File: config.mk
export PLATFORM = sky130hd
export DESIGN_NAME = pipf_port
export DESIGN_NICKNAME = d
export VERILOG_FILES = /design/src/verilog/pipf_pkg.sv /design/src/verilog/pipf_port.sv
export VERILOG_INCLUDE_DIRS = /design/src /design/src/verilog
export SDC_FILE = /design/constraint.sdc
export NUM_CORES = 1
export LEC_CHECK = 0
export BUFFER_PORTS_ARGS = -buffer_cell sky130_fd_sc_hd__buf_2
export CAP_MARGIN = 10
export CORE_UTILIZATION = 60
export CTS_BUF_LIST = sky130_fd_sc_hd__clkbuf_8
export DETAILED_ROUTE_END_ITERATION = 7
export GPL_TIMING_DRIVEN = 1
export PLACE_DENSITY = 0.86
export SKIP_LAST_GASP = 1
export SLEW_MARGIN = 20
export SYNTH_ARGS = -nofsm -noshare
export SYNTH_HDL_FRONTEND = slang
export SYNTH_SLANG_ARGS = --single-unit
export TNS_END_PERCENT = 100
File: constraint.sdc
create_clock -name clk -period 3.98 [get_ports clk]
set_input_delay 0.597 -clock clk [delete_from_list [all_inputs] [get_ports clk]]
set_output_delay 0.597 -clock clk [all_outputs]
set_load 0.005 [all_outputs]
File: src/verilog/pipf_defs.svh
// register offsets, reset values, masks and timing counts for the port block
`ifndef PIPF_DEFS_SVH
`define PIPF_DEFS_SVH

// ==========================================
// register byte offsets
`define PIPF_OFS_INPUT_LEVEL 12'h000
`define PIPF_OFS_PULLUP_CTRL 12'h004
`define PIPF_OFS_OUTPUT_LATCH 12'h008
`define PIPF_OFS_DIRECTION 12'h00C
`define PIPF_OFS_FILTER_ENABLE 12'h010
`define PIPF_OFS_FILTER_EXPECT 12'h014
`define PIPF_OFS_SAMPLE_PERIOD 12'h018

// ==========================================
// reset values
`define PIPF_RST_PULLUP_CTRL 8'h00
`define PIPF_RST_OUTPUT_LATCH 8'h00
`define PIPF_RST_DIRECTION 8'h00
`define PIPF_RST_FILTER_ENABLE 8'h00
`define PIPF_RST_FILTER_EXPECT 8'h00
`define PIPF_RST_SAMPLE_PERIOD 3'h0

// ==========================================
// implemented-bit masks
`define PIPF_MASK_FULL 8'hFF
`define PIPF_MASK_TOP5_RSVD 8'h07
`define PIPF_MASK_TOP3_RSVD 8'h1F
`define PIPF_MASK_TOP2_RSVD 8'h3F
`define PIPF_MASK_TOP1_RSVD 8'h7F

// ==========================================
// sampling divider: clock divided by 2, 32, 8192 ... 262144, held as divisor minus one
`define PIPF_PRESCALE_WIDTH 18
`define PIPF_DIV_M1_0 18'h00001
`define PIPF_DIV_M1_1 18'h0001F
`define PIPF_DIV_M1_2 18'h01FFF
`define PIPF_DIV_M1_3 18'h03FFF
`define PIPF_DIV_M1_4 18'h07FFF
`define PIPF_DIV_M1_5 18'h0FFFF
`define PIPF_DIV_M1_6 18'h1FFFF
`define PIPF_DIV_M1_7 18'h3FFFF

`endif

File: src/verilog/pipf_pkg.sv
// types shared by the port block
package pipf_pkg;

   // ==========================================
   // which port of the family an instance stands for
   typedef enum {
      PIPF_PORT_1, PIPF_PORT_2, PIPF_PORT_3, PIPF_PORT_4, PIPF_PORT_5, PIPF_PORT_6, PIPF_PORT_7,
      PIPF_PORT_8, PIPF_PORT_9, PIPF_PORT_A, PIPF_PORT_B, PIPF_PORT_C, PIPF_PORT_D, PIPF_PORT_E,
      PIPF_PORT_F, PIPF_PORT_G, PIPF_PORT_H
   } pipf_port_t;

   // ==========================================
   // pull-up behaviour families
   typedef enum {
      PIPF_PU_NONE, PIPF_PU_PLAIN, PIPF_PU_COMPAT
   } pipf_pullup_kind_t;

endpackage : pipf_pkg

File: src/verilog/pipf_port.sv
// one 8-bit general-purpose port: pin level, pull-up control, output latch, noise canceller
`timescale 1ns/100ps
`include "pipf_defs.svh"

module pipf_port
   import pipf_pkg::*;
#(
   parameter pipf_port_t PORT_ID = PIPF_PORT_C
)
(
   input wire logic clk,
   input wire logic reset,
   input wire logic psel,
   input wire logic penable,
   input wire logic pwrite,
   input wire logic [11:0] paddr,
   input wire logic [31:0] pwdata,
   output logic [31:0] prdata,
   output logic pready,
   output logic pslverr,
   input wire logic portControlTwo,
   input wire logic [7:0] pinIn,
   output logic [7:0] pinOut,
   output logic [7:0] pinOe,
   output logic [7:0] pullupOn
);

   // ==========================================
   // per-port structure
   function automatic logic [7:0] levelMask(input pipf_port_t p);
      if (p == PIPF_PORT_5)
         return `PIPF_MASK_TOP5_RSVD;
      else if (p == PIPF_PORT_8)
         return `PIPF_MASK_TOP1_RSVD;
      else if (p == PIPF_PORT_E)
         return `PIPF_MASK_TOP3_RSVD;
      else if (p == PIPF_PORT_H)
         return `PIPF_MASK_TOP2_RSVD;
      else
         return `PIPF_MASK_FULL;
   endfunction : levelMask

   function automatic logic [17:0] divMinusOne(input logic [2:0] code);
      logic [17:0] m;
      m = `PIPF_DIV_M1_0;
      case (code)
         3'h0: m = `PIPF_DIV_M1_0;
         3'h1: m = `PIPF_DIV_M1_1;
         3'h2: m = `PIPF_DIV_M1_2;
         3'h3: m = `PIPF_DIV_M1_3;
         3'h4: m = `PIPF_DIV_M1_4;
         3'h5: m = `PIPF_DIV_M1_5;
         3'h6: m = `PIPF_DIV_M1_6;
         default: m = `PIPF_DIV_M1_7;
      endcase
      return m;
   endfunction : divMinusOne

   localparam pipf_pullup_kind_t PU_KIND =
      (PORT_ID inside {PIPF_PORT_1, PIPF_PORT_2, PIPF_PORT_3, PIPF_PORT_6, PIPF_PORT_9}) ? PIPF_PU_PLAIN :
      (PORT_ID inside {PIPF_PORT_B, PIPF_PORT_C, PIPF_PORT_D, PIPF_PORT_F, PIPF_PORT_H}) ? PIPF_PU_COMPAT :
      PIPF_PU_NONE;
   localparam logic HAS_LATCH = PORT_ID inside {PIPF_PORT_A, PIPF_PORT_B, PIPF_PORT_C, PIPF_PORT_D,
      PIPF_PORT_F, PIPF_PORT_G, PIPF_PORT_H};
   localparam logic HAS_FILTER = PORT_ID inside {PIPF_PORT_4, PIPF_PORT_6, PIPF_PORT_C, PIPF_PORT_G};
   localparam logic HAS_DIR = !(PORT_ID inside {PIPF_PORT_7, PIPF_PORT_E});
   localparam logic LEVEL_NEEDS_COMPAT = PORT_ID inside {PIPF_PORT_1, PIPF_PORT_2, PIPF_PORT_3,
      PIPF_PORT_4, PIPF_PORT_5, PIPF_PORT_6, PIPF_PORT_7, PIPF_PORT_8, PIPF_PORT_9};
   localparam logic [7:0] LEVEL_MASK = levelMask(PORT_ID);
   localparam logic [7:0] PULLUP_MASK = (PU_KIND == PIPF_PU_NONE) ? 8'h00 :
      (PORT_ID inside {PIPF_PORT_9, PIPF_PORT_H}) ? `PIPF_MASK_TOP2_RSVD : `PIPF_MASK_FULL;
   localparam logic [7:0] LATCH_MASK = !HAS_LATCH ? 8'h00 :
      (PORT_ID == PIPF_PORT_H) ? `PIPF_MASK_TOP2_RSVD : `PIPF_MASK_FULL;
   localparam logic [7:0] DIR_MASK = HAS_DIR ? LEVEL_MASK : 8'h00;
   localparam logic [7:0] FILTER_MASK = HAS_FILTER ? `PIPF_MASK_FULL : 8'h00;

   // ==========================================
   // registers
   logic [7:0] pullupCtrl;
   logic [7:0] outputLatch;
   logic [7:0] direction;
   logic [7:0] filterEnable;
   logic [7:0] filterExpect;
   logic [2:0] samplePeriod;
   logic [7:0] syncA;
   logic [7:0] syncB;
   logic [7:0] syncC;
   logic [7:0] pinLevel;
   logic [7:0] filtered;
   logic [7:0] lastSample;
   logic [7:0] inputLevel;
   logic [17:0] prescale;
   logic sampleTick;
   logic writeStrobe;
   logic addrHit;
   logic [31:0] readValue;
   logic [7:0] next_pullupOn;

   assign writeStrobe = psel && penable && pwrite;
   assign pready = 1'b1;

   // ==========================================
   // APB writes; the input-level offset takes writes silently
   always_ff @(posedge clk)
   begin
      if (reset)
      begin
         pullupCtrl <= `PIPF_RST_PULLUP_CTRL;
         outputLatch <= `PIPF_RST_OUTPUT_LATCH;
         direction <= `PIPF_RST_DIRECTION;
         filterEnable <= `PIPF_RST_FILTER_ENABLE;
         filterExpect <= `PIPF_RST_FILTER_EXPECT;
         samplePeriod <= `PIPF_RST_SAMPLE_PERIOD;
      end
      else if (writeStrobe)
      begin
         if (paddr == `PIPF_OFS_PULLUP_CTRL)
            pullupCtrl <= pwdata[7:0] & PULLUP_MASK;
         else if (paddr == `PIPF_OFS_OUTPUT_LATCH)
            outputLatch <= pwdata[7:0] & LATCH_MASK;
         else if (paddr == `PIPF_OFS_DIRECTION)
            direction <= pwdata[7:0] & DIR_MASK;
         else if (paddr == `PIPF_OFS_FILTER_ENABLE)
            filterEnable <= pwdata[7:0] & FILTER_MASK;
         else if (paddr == `PIPF_OFS_FILTER_EXPECT)
            filterExpect <= pwdata[7:0] & FILTER_MASK;
         else if (paddr == `PIPF_OFS_SAMPLE_PERIOD && HAS_FILTER)
            samplePeriod <= pwdata[2:0];
      end
   end

   // ==========================================
   // APB reads: decoded in the setup cycle and held in a flop for the access cycle,
   // so read data is registered and still needs no wait state
   always_comb
   begin
      readValue = 32'h0000_0000;
      addrHit = 1'b1;
      if (paddr == `PIPF_OFS_INPUT_LEVEL)
         readValue[7:0] = inputLevel;
      else if (paddr == `PIPF_OFS_PULLUP_CTRL)
         readValue[7:0] = pullupCtrl;
      else if (paddr == `PIPF_OFS_OUTPUT_LATCH)
         readValue[7:0] = outputLatch;
      else if (paddr == `PIPF_OFS_DIRECTION)
         readValue[7:0] = direction;
      else if (paddr == `PIPF_OFS_FILTER_ENABLE)
         readValue[7:0] = filterEnable;
      else if (paddr == `PIPF_OFS_FILTER_EXPECT)
         readValue[7:0] = filterExpect;
      else if (paddr == `PIPF_OFS_SAMPLE_PERIOD)
         readValue[2:0] = samplePeriod;
      else
         addrHit = 1'b0;
      pslverr = psel && penable && !addrHit;
   end

   always_ff @(posedge clk)
   begin
      if (reset)
         prdata <= 32'h0000_0000;
      else if (psel && !penable)
         prdata <= readValue;
   end

   // ==========================================
   // pin synchroniser: a change counts once the second and third stages agree
   always_ff @(posedge clk)
   begin
      syncA <= pinIn;
      syncB <= syncA;
      syncC <= syncB;
   end

   always_ff @(posedge clk)
   begin
      if (reset)
         pinLevel <= 8'h00;
      else
         pinLevel <= (syncB & ~(syncB ^ syncC)) | (pinLevel & (syncB ^ syncC));
   end

   // ==========================================
   // sampling divider; free-running so a period change takes effect at once, ticking when the new low bits next read all ones
   assign sampleTick = (prescale & divMinusOne(samplePeriod)) == divMinusOne(samplePeriod);

   always_ff @(posedge clk)
   begin
      if (reset)
         prescale <= 18'h00000;
      else
         prescale <= prescale + 18'h00001;
   end

   // ==========================================
   // noise canceller per pin
   genvar b;
   generate
      for (b = 0; b < 8; b++)
      begin : g_filter
         always_ff @(posedge clk)
         begin
            if (reset)
            begin
               lastSample[b] <= 1'b0;
               filtered[b] <= 1'b0;
            end
            else if (!filterEnable[b])
            begin
               // bypass tracks the pin so enabling starts from the present level
               lastSample[b] <= pinLevel[b];
               filtered[b] <= pinLevel[b];
            end
            else if (sampleTick)
            begin
               lastSample[b] <= pinLevel[b];
               if (pinLevel[b] != filterExpect[b])
                  filtered[b] <= pinLevel[b];
               else if (lastSample[b] == pinLevel[b])
                  filtered[b] <= pinLevel[b];
            end
         end
      end
   endgenerate

   // level register shows the filtered pins; ports 1 to 9 need the compatibility select
   assign inputLevel = (LEVEL_NEEDS_COMPAT && !portControlTwo) ? 8'h00 : (filtered & LEVEL_MASK);

   // ==========================================
   // pull-up control and pin drive
   always_comb
   begin
      next_pullupOn = 8'h00;
      if (PU_KIND == PIPF_PU_PLAIN)
         next_pullupOn = ~direction & pullupCtrl;
      else if (PU_KIND == PIPF_PU_COMPAT && portControlTwo)
         next_pullupOn = ~direction & pullupCtrl;
      else if (PU_KIND == PIPF_PU_COMPAT)
         next_pullupOn = ~direction & outputLatch & PULLUP_MASK;
   end

   always_ff @(posedge clk)
   begin
      if (reset)
      begin
         pullupOn <= 8'h00;
         pinOut <= 8'h00;
         pinOe <= 8'h00;
      end
      else
      begin
         pullupOn <= next_pullupOn;
         pinOut <= outputLatch;
         pinOe <= direction;
      end
   end

   // ==========================================
   // checks
   property p_levelReadOnly;
      @(posedge clk) disable iff (reset)
      (writeStrobe && paddr == `PIPF_OFS_INPUT_LEVEL) |=>
         $stable(pullupCtrl) && $stable(outputLatch) && $stable(direction) && $stable(filterEnable);
   endproperty
   a_levelReadOnly: assert property (p_levelReadOnly) else $error("write to level register changed state");

   property p_levelRead;
      @(posedge clk) disable iff (reset)
      (psel && !penable && paddr == `PIPF_OFS_INPUT_LEVEL && (!LEVEL_NEEDS_COMPAT || portControlTwo))
         |=> prdata[7:0] == ($past(filtered) & LEVEL_MASK) && prdata[31:8] == 24'h000000;
   endproperty
   a_levelRead: assert property (p_levelRead) else $error("level read does not show pins");

   property p_levelCompat;
      @(posedge clk) disable iff (reset)
      (psel && !penable && LEVEL_NEEDS_COMPAT && !portControlTwo && paddr == `PIPF_OFS_INPUT_LEVEL)
         |=> prdata == 32'h0000_0000;
   endproperty
   a_levelCompat: assert property (p_levelCompat) else $error("level valid without select");

   property p_pullupOffOutput;
      @(posedge clk) disable iff (reset)
      ($past(direction) != 8'h00) |-> (pullupOn & $past(direction)) == 8'h00;
   endproperty
   a_pullupOffOutput: assert property (p_pullupOffOutput) else $error("pull-up on an output pin");

   property p_pullupReserved;
      @(posedge clk) disable iff (reset)
      (pullupCtrl & ~PULLUP_MASK) == 8'h00 && (outputLatch & ~LATCH_MASK) == 8'h00;
   endproperty
   a_pullupReserved: assert property (p_pullupReserved) else $error("reserved bit set");

   property p_pullupCompat;
      @(posedge clk) disable iff (reset)
      (PU_KIND == PIPF_PU_COMPAT && !portControlTwo) ##1 (PU_KIND == PIPF_PU_COMPAT)
         |-> pullupOn == (~$past(direction) & $past(outputLatch) & PULLUP_MASK);
   endproperty
   a_pullupCompat: assert property (p_pullupCompat) else $error("pull-up ignores latch in select 0");

   property p_pullupPcr;
      @(posedge clk) disable iff (reset)
      (PU_KIND == PIPF_PU_PLAIN || (PU_KIND == PIPF_PU_COMPAT && portControlTwo))
         |=> pullupOn == (~$past(direction) & $past(pullupCtrl));
   endproperty
   a_pullupPcr: assert property (p_pullupPcr) else $error("pull-up does not follow control");

   property p_pullupReset;
      @(posedge clk) reset |=> pullupOn == 8'h00 && pinOe == 8'h00 && pinOut == 8'h00;
   endproperty
   a_pullupReset: assert property (p_pullupReset) else $error("outputs not cleared by reset");

   property p_latchDrive;
      @(posedge clk) disable iff (reset)
      (writeStrobe && paddr == `PIPF_OFS_OUTPUT_LATCH) |=> ##1 pinOut == ($past(pwdata[7:0], 2) & LATCH_MASK);
   endproperty
   a_latchDrive: assert property (p_latchDrive) else $error("latch write not driven on pins");

   property p_bypass;
      @(posedge clk) disable iff (reset)
      (filterEnable == 8'h00) ##1 (filterEnable == 8'h00) |-> filtered == $past(pinLevel);
   endproperty
   a_bypass: assert property (p_bypass) else $error("bypassed pin not passed through");

   property p_holdBetweenTicks;
      @(posedge clk) disable iff (reset)
      !sampleTick ##1 ($past(filterEnable) == filterEnable) |-> ((filtered ^ $past(filtered)) & filterEnable) == 8'h00;
   endproperty
   a_holdBetweenTicks: assert property (p_holdBetweenTicks) else $error("filtered bit moved off tick");

   property p_expectStable;
      @(posedge clk) disable iff (reset)
      (sampleTick && filterEnable[0] && pinLevel[0] == filterExpect[0] && lastSample[0] != pinLevel[0]
         && filtered[0] != pinLevel[0]) |=> filtered[0] == $past(filtered[0]);
   endproperty
   a_expectStable: assert property (p_expectStable) else $error("expected level stored unstable");

   property p_dirWrite;
      @(posedge clk) disable iff (reset)
      (writeStrobe && paddr == `PIPF_OFS_DIRECTION) |=> direction == ($past(pwdata[7:0]) & DIR_MASK);
   endproperty
   a_dirWrite: assert property (p_dirWrite) else $error("direction write lost");

   property p_enableWrite;
      @(posedge clk) disable iff (reset)
      (writeStrobe && paddr == `PIPF_OFS_FILTER_ENABLE) |=> filterEnable == ($past(pwdata[7:0]) & FILTER_MASK);
   endproperty
   a_enableWrite: assert property (p_enableWrite) else $error("filter enable write lost");

   property p_expectWrite;
      @(posedge clk) disable iff (reset)
      (writeStrobe && paddr == `PIPF_OFS_FILTER_EXPECT) |=> filterExpect == ($past(pwdata[7:0]) & FILTER_MASK);
   endproperty
   a_expectWrite: assert property (p_expectWrite) else $error("expected level write lost");

   property p_samplePeriodWrite;
      @(posedge clk) disable iff (reset)
      (writeStrobe && paddr == `PIPF_OFS_SAMPLE_PERIOD && HAS_FILTER) |=> samplePeriod == $past(pwdata[2:0]);
   endproperty
   a_samplePeriodWrite: assert property (p_samplePeriodWrite) else $error("sampling code write lost");

   property p_oeFollows;
      @(posedge clk) disable iff (reset)
      pinOe == $past(direction);
   endproperty
   a_oeFollows: assert property (p_oeFollows) else $error("pin drive does not follow direction");

endmodule : pipf_port

* Yosys cells after proc, flatten, opt, wreduce, memory -nomap -nowiden
Index checks and enable logic that the tools add are counted.
** Storage, ports and cells
- Register bits after elaboration :: 141
** Cells by class
- Add/subtract/negate cells :: 1
- Eq/ne operators :: 45
- Multiplexer cells :: 65
- Bitwise operators :: 14
- Reduce and logical (&&, ||, !) cells :: 22
** Operators with widths (count)
- case mux 18 bit (7 select lines) :: 1
- 2-to-1 mux 1 bit :: 55
- 2-to-1 mux 8 bit :: 6
- equality test 12 x 5 -> 1 bit (second input constant) :: 3
- AND 8 bit :: 4
- equality test 12 x 4 -> 1 bit (second input constant) :: 2
- != test 3 x 1 -> 1 bit (second input constant) :: 8
- adder 18 x 1 -> 18 bit (second input constant) :: 1
- AND 18 bit :: 1
- equality test 18 bit :: 1
- AND reduction 2 bit :: 9
- != test 2 x 1 -> 1 bit (second input constant) :: 8
- inverter 8 bit :: 2
- equality test 12 x 3 -> 1 bit (second input constant) :: 1
- zero test 12 bit :: 1
- equality test 3 bit (second input constant) :: 3
- equality test 1 bit :: 8
- != test 1 bit :: 8
- OR 8 bit :: 1
- bitwise XOR 8 bit :: 1
- AND reduction 7 bit :: 1
- equality test 3 x 2 -> 1 bit (second input constant) :: 2
- 2-to-1 mux 3 bit :: 2
- AND reduction 6 bit :: 1
- other kinds (9) :: 17

* Logic depth before layout (Yosys ltp)
- Word-level depth :: 10
- Mapped depth :: 7

* Worst setup path after synthesis
No wires, ideal clock.
- Kind :: in2out
- Start point :: input paddr[9]
- End point :: output pslverr
- Arrival :: 1.487 ns
- Path slack :: 1.896 ns
- Stages on the path :: 4
- Buffers on the path :: 0
- Cells stage by stage :: nor3_1 nand2_1 nor3_1 a21oi_1
** On the way
- Word-level cells in the longest chain between the ends :: 10
- Elaborated cells on any way between the ends :: 16
** Ends and longest elaborated chain
- from (decl) :: line pipf_port.sv:16 : input wire logic [11:0] paddr,
- equality test 12 x 5 -> 1 bit (no source line)
- 2-to-1 mux 1 bit :: line pipf_port.sv:151 : else if (paddr == `PIPF_OFS_SAMPLE_PERIOD)
- 2-to-1 mux 1 bit :: line pipf_port.sv:149 : else if (paddr == `PIPF_OFS_FILTER_EXPECT)
- 2-to-1 mux 1 bit :: line pipf_port.sv:147 : else if (paddr == `PIPF_OFS_FILTER_ENABLE)
- 2-to-1 mux 1 bit :: line pipf_port.sv:145 : else if (paddr == `PIPF_OFS_DIRECTION)
- 2-to-1 mux 1 bit :: line pipf_port.sv:143 : else if (paddr == `PIPF_OFS_OUTPUT_LATCH)
- 2-to-1 mux 1 bit :: line pipf_port.sv:141 : else if (paddr == `PIPF_OFS_PULLUP_CTRL)
- 2-to-1 mux 1 bit * :: line pipf_port.sv:139 : if (paddr == `PIPF_OFS_INPUT_LEVEL)
- zero test 1 bit * :: line pipf_port.sv:155 : pslverr = psel && penable && !addrHit;
- logical AND 1 bit * :: line pipf_port.sv:155
- to (decl) :: line pipf_port.sv:20 : output logic pslverr,
Every way passes the cells marked *; elsewhere a longest branch is shown, timed or not.

* Worst setup path in the final report
Same ends and word-level chain as after synthesis.

==> out/qor.csv <==
metric;value;unit
status;finished clean;
cts_sinks;141;
grt_pass1_wl;20400;µm
setup_slack;1270;ps
hold_class;in2reg;
dp_slack;1350;ps
setup_viol;0;
slew_headroom;34.1;%
postSynthAreaPerCell;9.52;µm²
ys_top_cells_by_area;dfxtp_1 (48%), mux2i_1 (10%), nor2_1 (4.0%), buf_4 (3.6%), nand2b_1 (3.5%);
grt_pass1_vias;4341;
path_class;in2out;
crit_path_max_incr_delay;490;ps
placed_cells;781;
grt_max_degree;126;
cts_hold_buf;0;
critical_path.max_fanout;5;
grt_overflow_total;0;
utilization;70.0;%
syn_to_final_growth;11.6;%
period_share;68.0;%
rsz0062_at_grt;false;
nets;730;
dr.pass1.iters;6;
drv_cap;0;
drive_above_1_share;17.7;%
hpwl;8470;µm
synth_area;0.00587;mm²
cp.arrival;2110;ps
wl_per_cell;15.5;µm
final.setup.tns;0;ps
hold_slack;251;ps
routed_via_density;5.66;
yosysWarnings;0;
antennaDiodeCount;0;
gp_congestion;0.870;
die_w;101;µm
synth-edff-count;0;
drv_slew;0;
wirelength;12600;µm
postRouteAntennaNets;0;
worstSetupEndpointType;primary output;
async_flop_share;0;%
ys.flop_type;dfxtp_1;
regArea;0.00282;mm²
yosysTopAreaCell;dfxtp_1;
netlist_instances;617;
num-fill-cells;708;
yosysMostFrequentCell;dfxtp_1;
start_util;62.7;%
stdcell_area;0.00656;mm²
die_h;101;µm
multi_input_area;0.00277;mm²
antenna_found_initial;0;
max_freq;369;MHz
port_buffers;66;
cpLargestDelayFamily;simple AND/OR/NAND/NOR gates;
design.core.area;0.00937;mm²
rows;35;
period_needed;2710;ps
finClkSkew;13.4;ps
power.leakage;2.67;nW
hold_violations;0;
h-tree-depth;4;
place_area;0.00614;mm²
crit_buf_inv;2;
clkSlewWorstSetupHoldPaths;80;ps
synthTopCellsByCount;dfxtp_1 (141), nor2_1 (63), mux2i_1 (61);
path_cells;buf_2, nor3_1, nand2_1, nor3_1, a21oi_1, buf_2;
cts_tree;built;
power.density;425;mW/mm²
finalNonFillerCells;812;
slowest_stage;nor3_1;
synth_cell_type_count;53;
ys_seq_elements;141;
drc;0;
clockRootBuffer;clkbuf_8;
post_cts_resized;0;
track_usage;26.0;%
cp.required;3380;ps
ir_worst_vdd;304;µV
yosysTopAreaCellShare;48.1;%
dieArea;0.0102;mm²
drtIter0Drc;242;
ys_seq_area_share;48.1;%
startpoint_type;input pin;
max_slew.worst_pin.slew;985;ps
cts_buffers;17;
ctsLongestPathBuffers;2;
ios;116;
p_total;2.79;mW
routed-via-count;4596;
postCtsSetupBuffers;0;
clk_latency;440;ps
-- layer usage --
metal,track usage [%],up-vias,part of all wire (%)
met5,0,-,0
met1,30.7,2162,41
met2,44.9,182,50
met4,12.2,0,3.2
met3,5.76,38,6.1
li1,-,2214,-
-- state kept, by name (all words and copies together) (netlist names), named ones only --
signal,cells
pinOe,8
prdata,8
filterExpect,8
pullupOn,8
prescale,18
filterEnable,8
filtered,8
lastSample,8
direction,8
syncA,8
outputLatch,8
pullupCtrl,8
syncC,8
syncB,8
pinOut,8
samplePeriod,3
-- worst register-to-register path, delay by kind of cell, from the launching register on --
kind	cells	cell delay, ps
and+or+nand+nor	2	370
DFF	1	410
AOI/OAI and AO/OA	3	1340
-- area by class of cell --
cell class / instances / area share [%]
Tap cell: 129 / 2.46
Clock inverter: 13 / 2.54
Multi-Input combinational cell: 432 / 42.2
Clock buffer: 18 / 3.78
Sequential cell: 141 / 43.1
Timing Repair Buffer: 68 / 5.36
Inverter: 11 / 0.630
-- cells in the final DEF (no fill, tap or decap), drive strengths merged, types with 8 or more instances in the layout --
master,n
nor2b,21
buf,68
nand2,52
xor2,9
conb,25
a31oi,15
o21ai,18
nor2,63
dfxtp,141
mux2,8
clkbuf,18
nand2b,33
a21oi,34
nand3,9
mux2i,61
inv,13
nor3,10
-- cell families (layout without fill, tap and decap cells) --
kind of cell | count (synthesis) | in the layout | synth area share, %
AOI/OAI and AO/OA | 109 | 109 | 12.8
xor gates and xnor gates | 11 | 11 | 1.64
adders and majority gates | 1 | 1 | 0.213
buffers and inverters | 67 | 110 | 6.45
DFF | 141 | 141 | 48.1
muxes | 69 | 69 | 11.9
other | 2 | 25 | 0.128
and+or+nand+nor | 217 | 217 | 18.8
-- final timing paths --
kind | slack [ps] | startpoint | end | depth (start not counted)
worst max-delay path | 1270 | paddr[9] | pslverr | 6
worst min-delay path | 250 | pinIn[4] | syncA[4]$_DFF_P_ | 1
worst min register to register | 320 | syncA[3]$_DFF_P_ | syncB[3]$_DFF_P_ | 0
worst max register to register | 1760 | prescale[6]$_SDFF_PP0_ | filtered[0]$_SDFFE_PP0P_ | 5
-- where the power goes --
part	internal (mW)	switching, mW
registers	1.44	0.0230
logic	0.0500	0.0821
clock network	0.638	0.551
(Power assumes the default switching activity.)
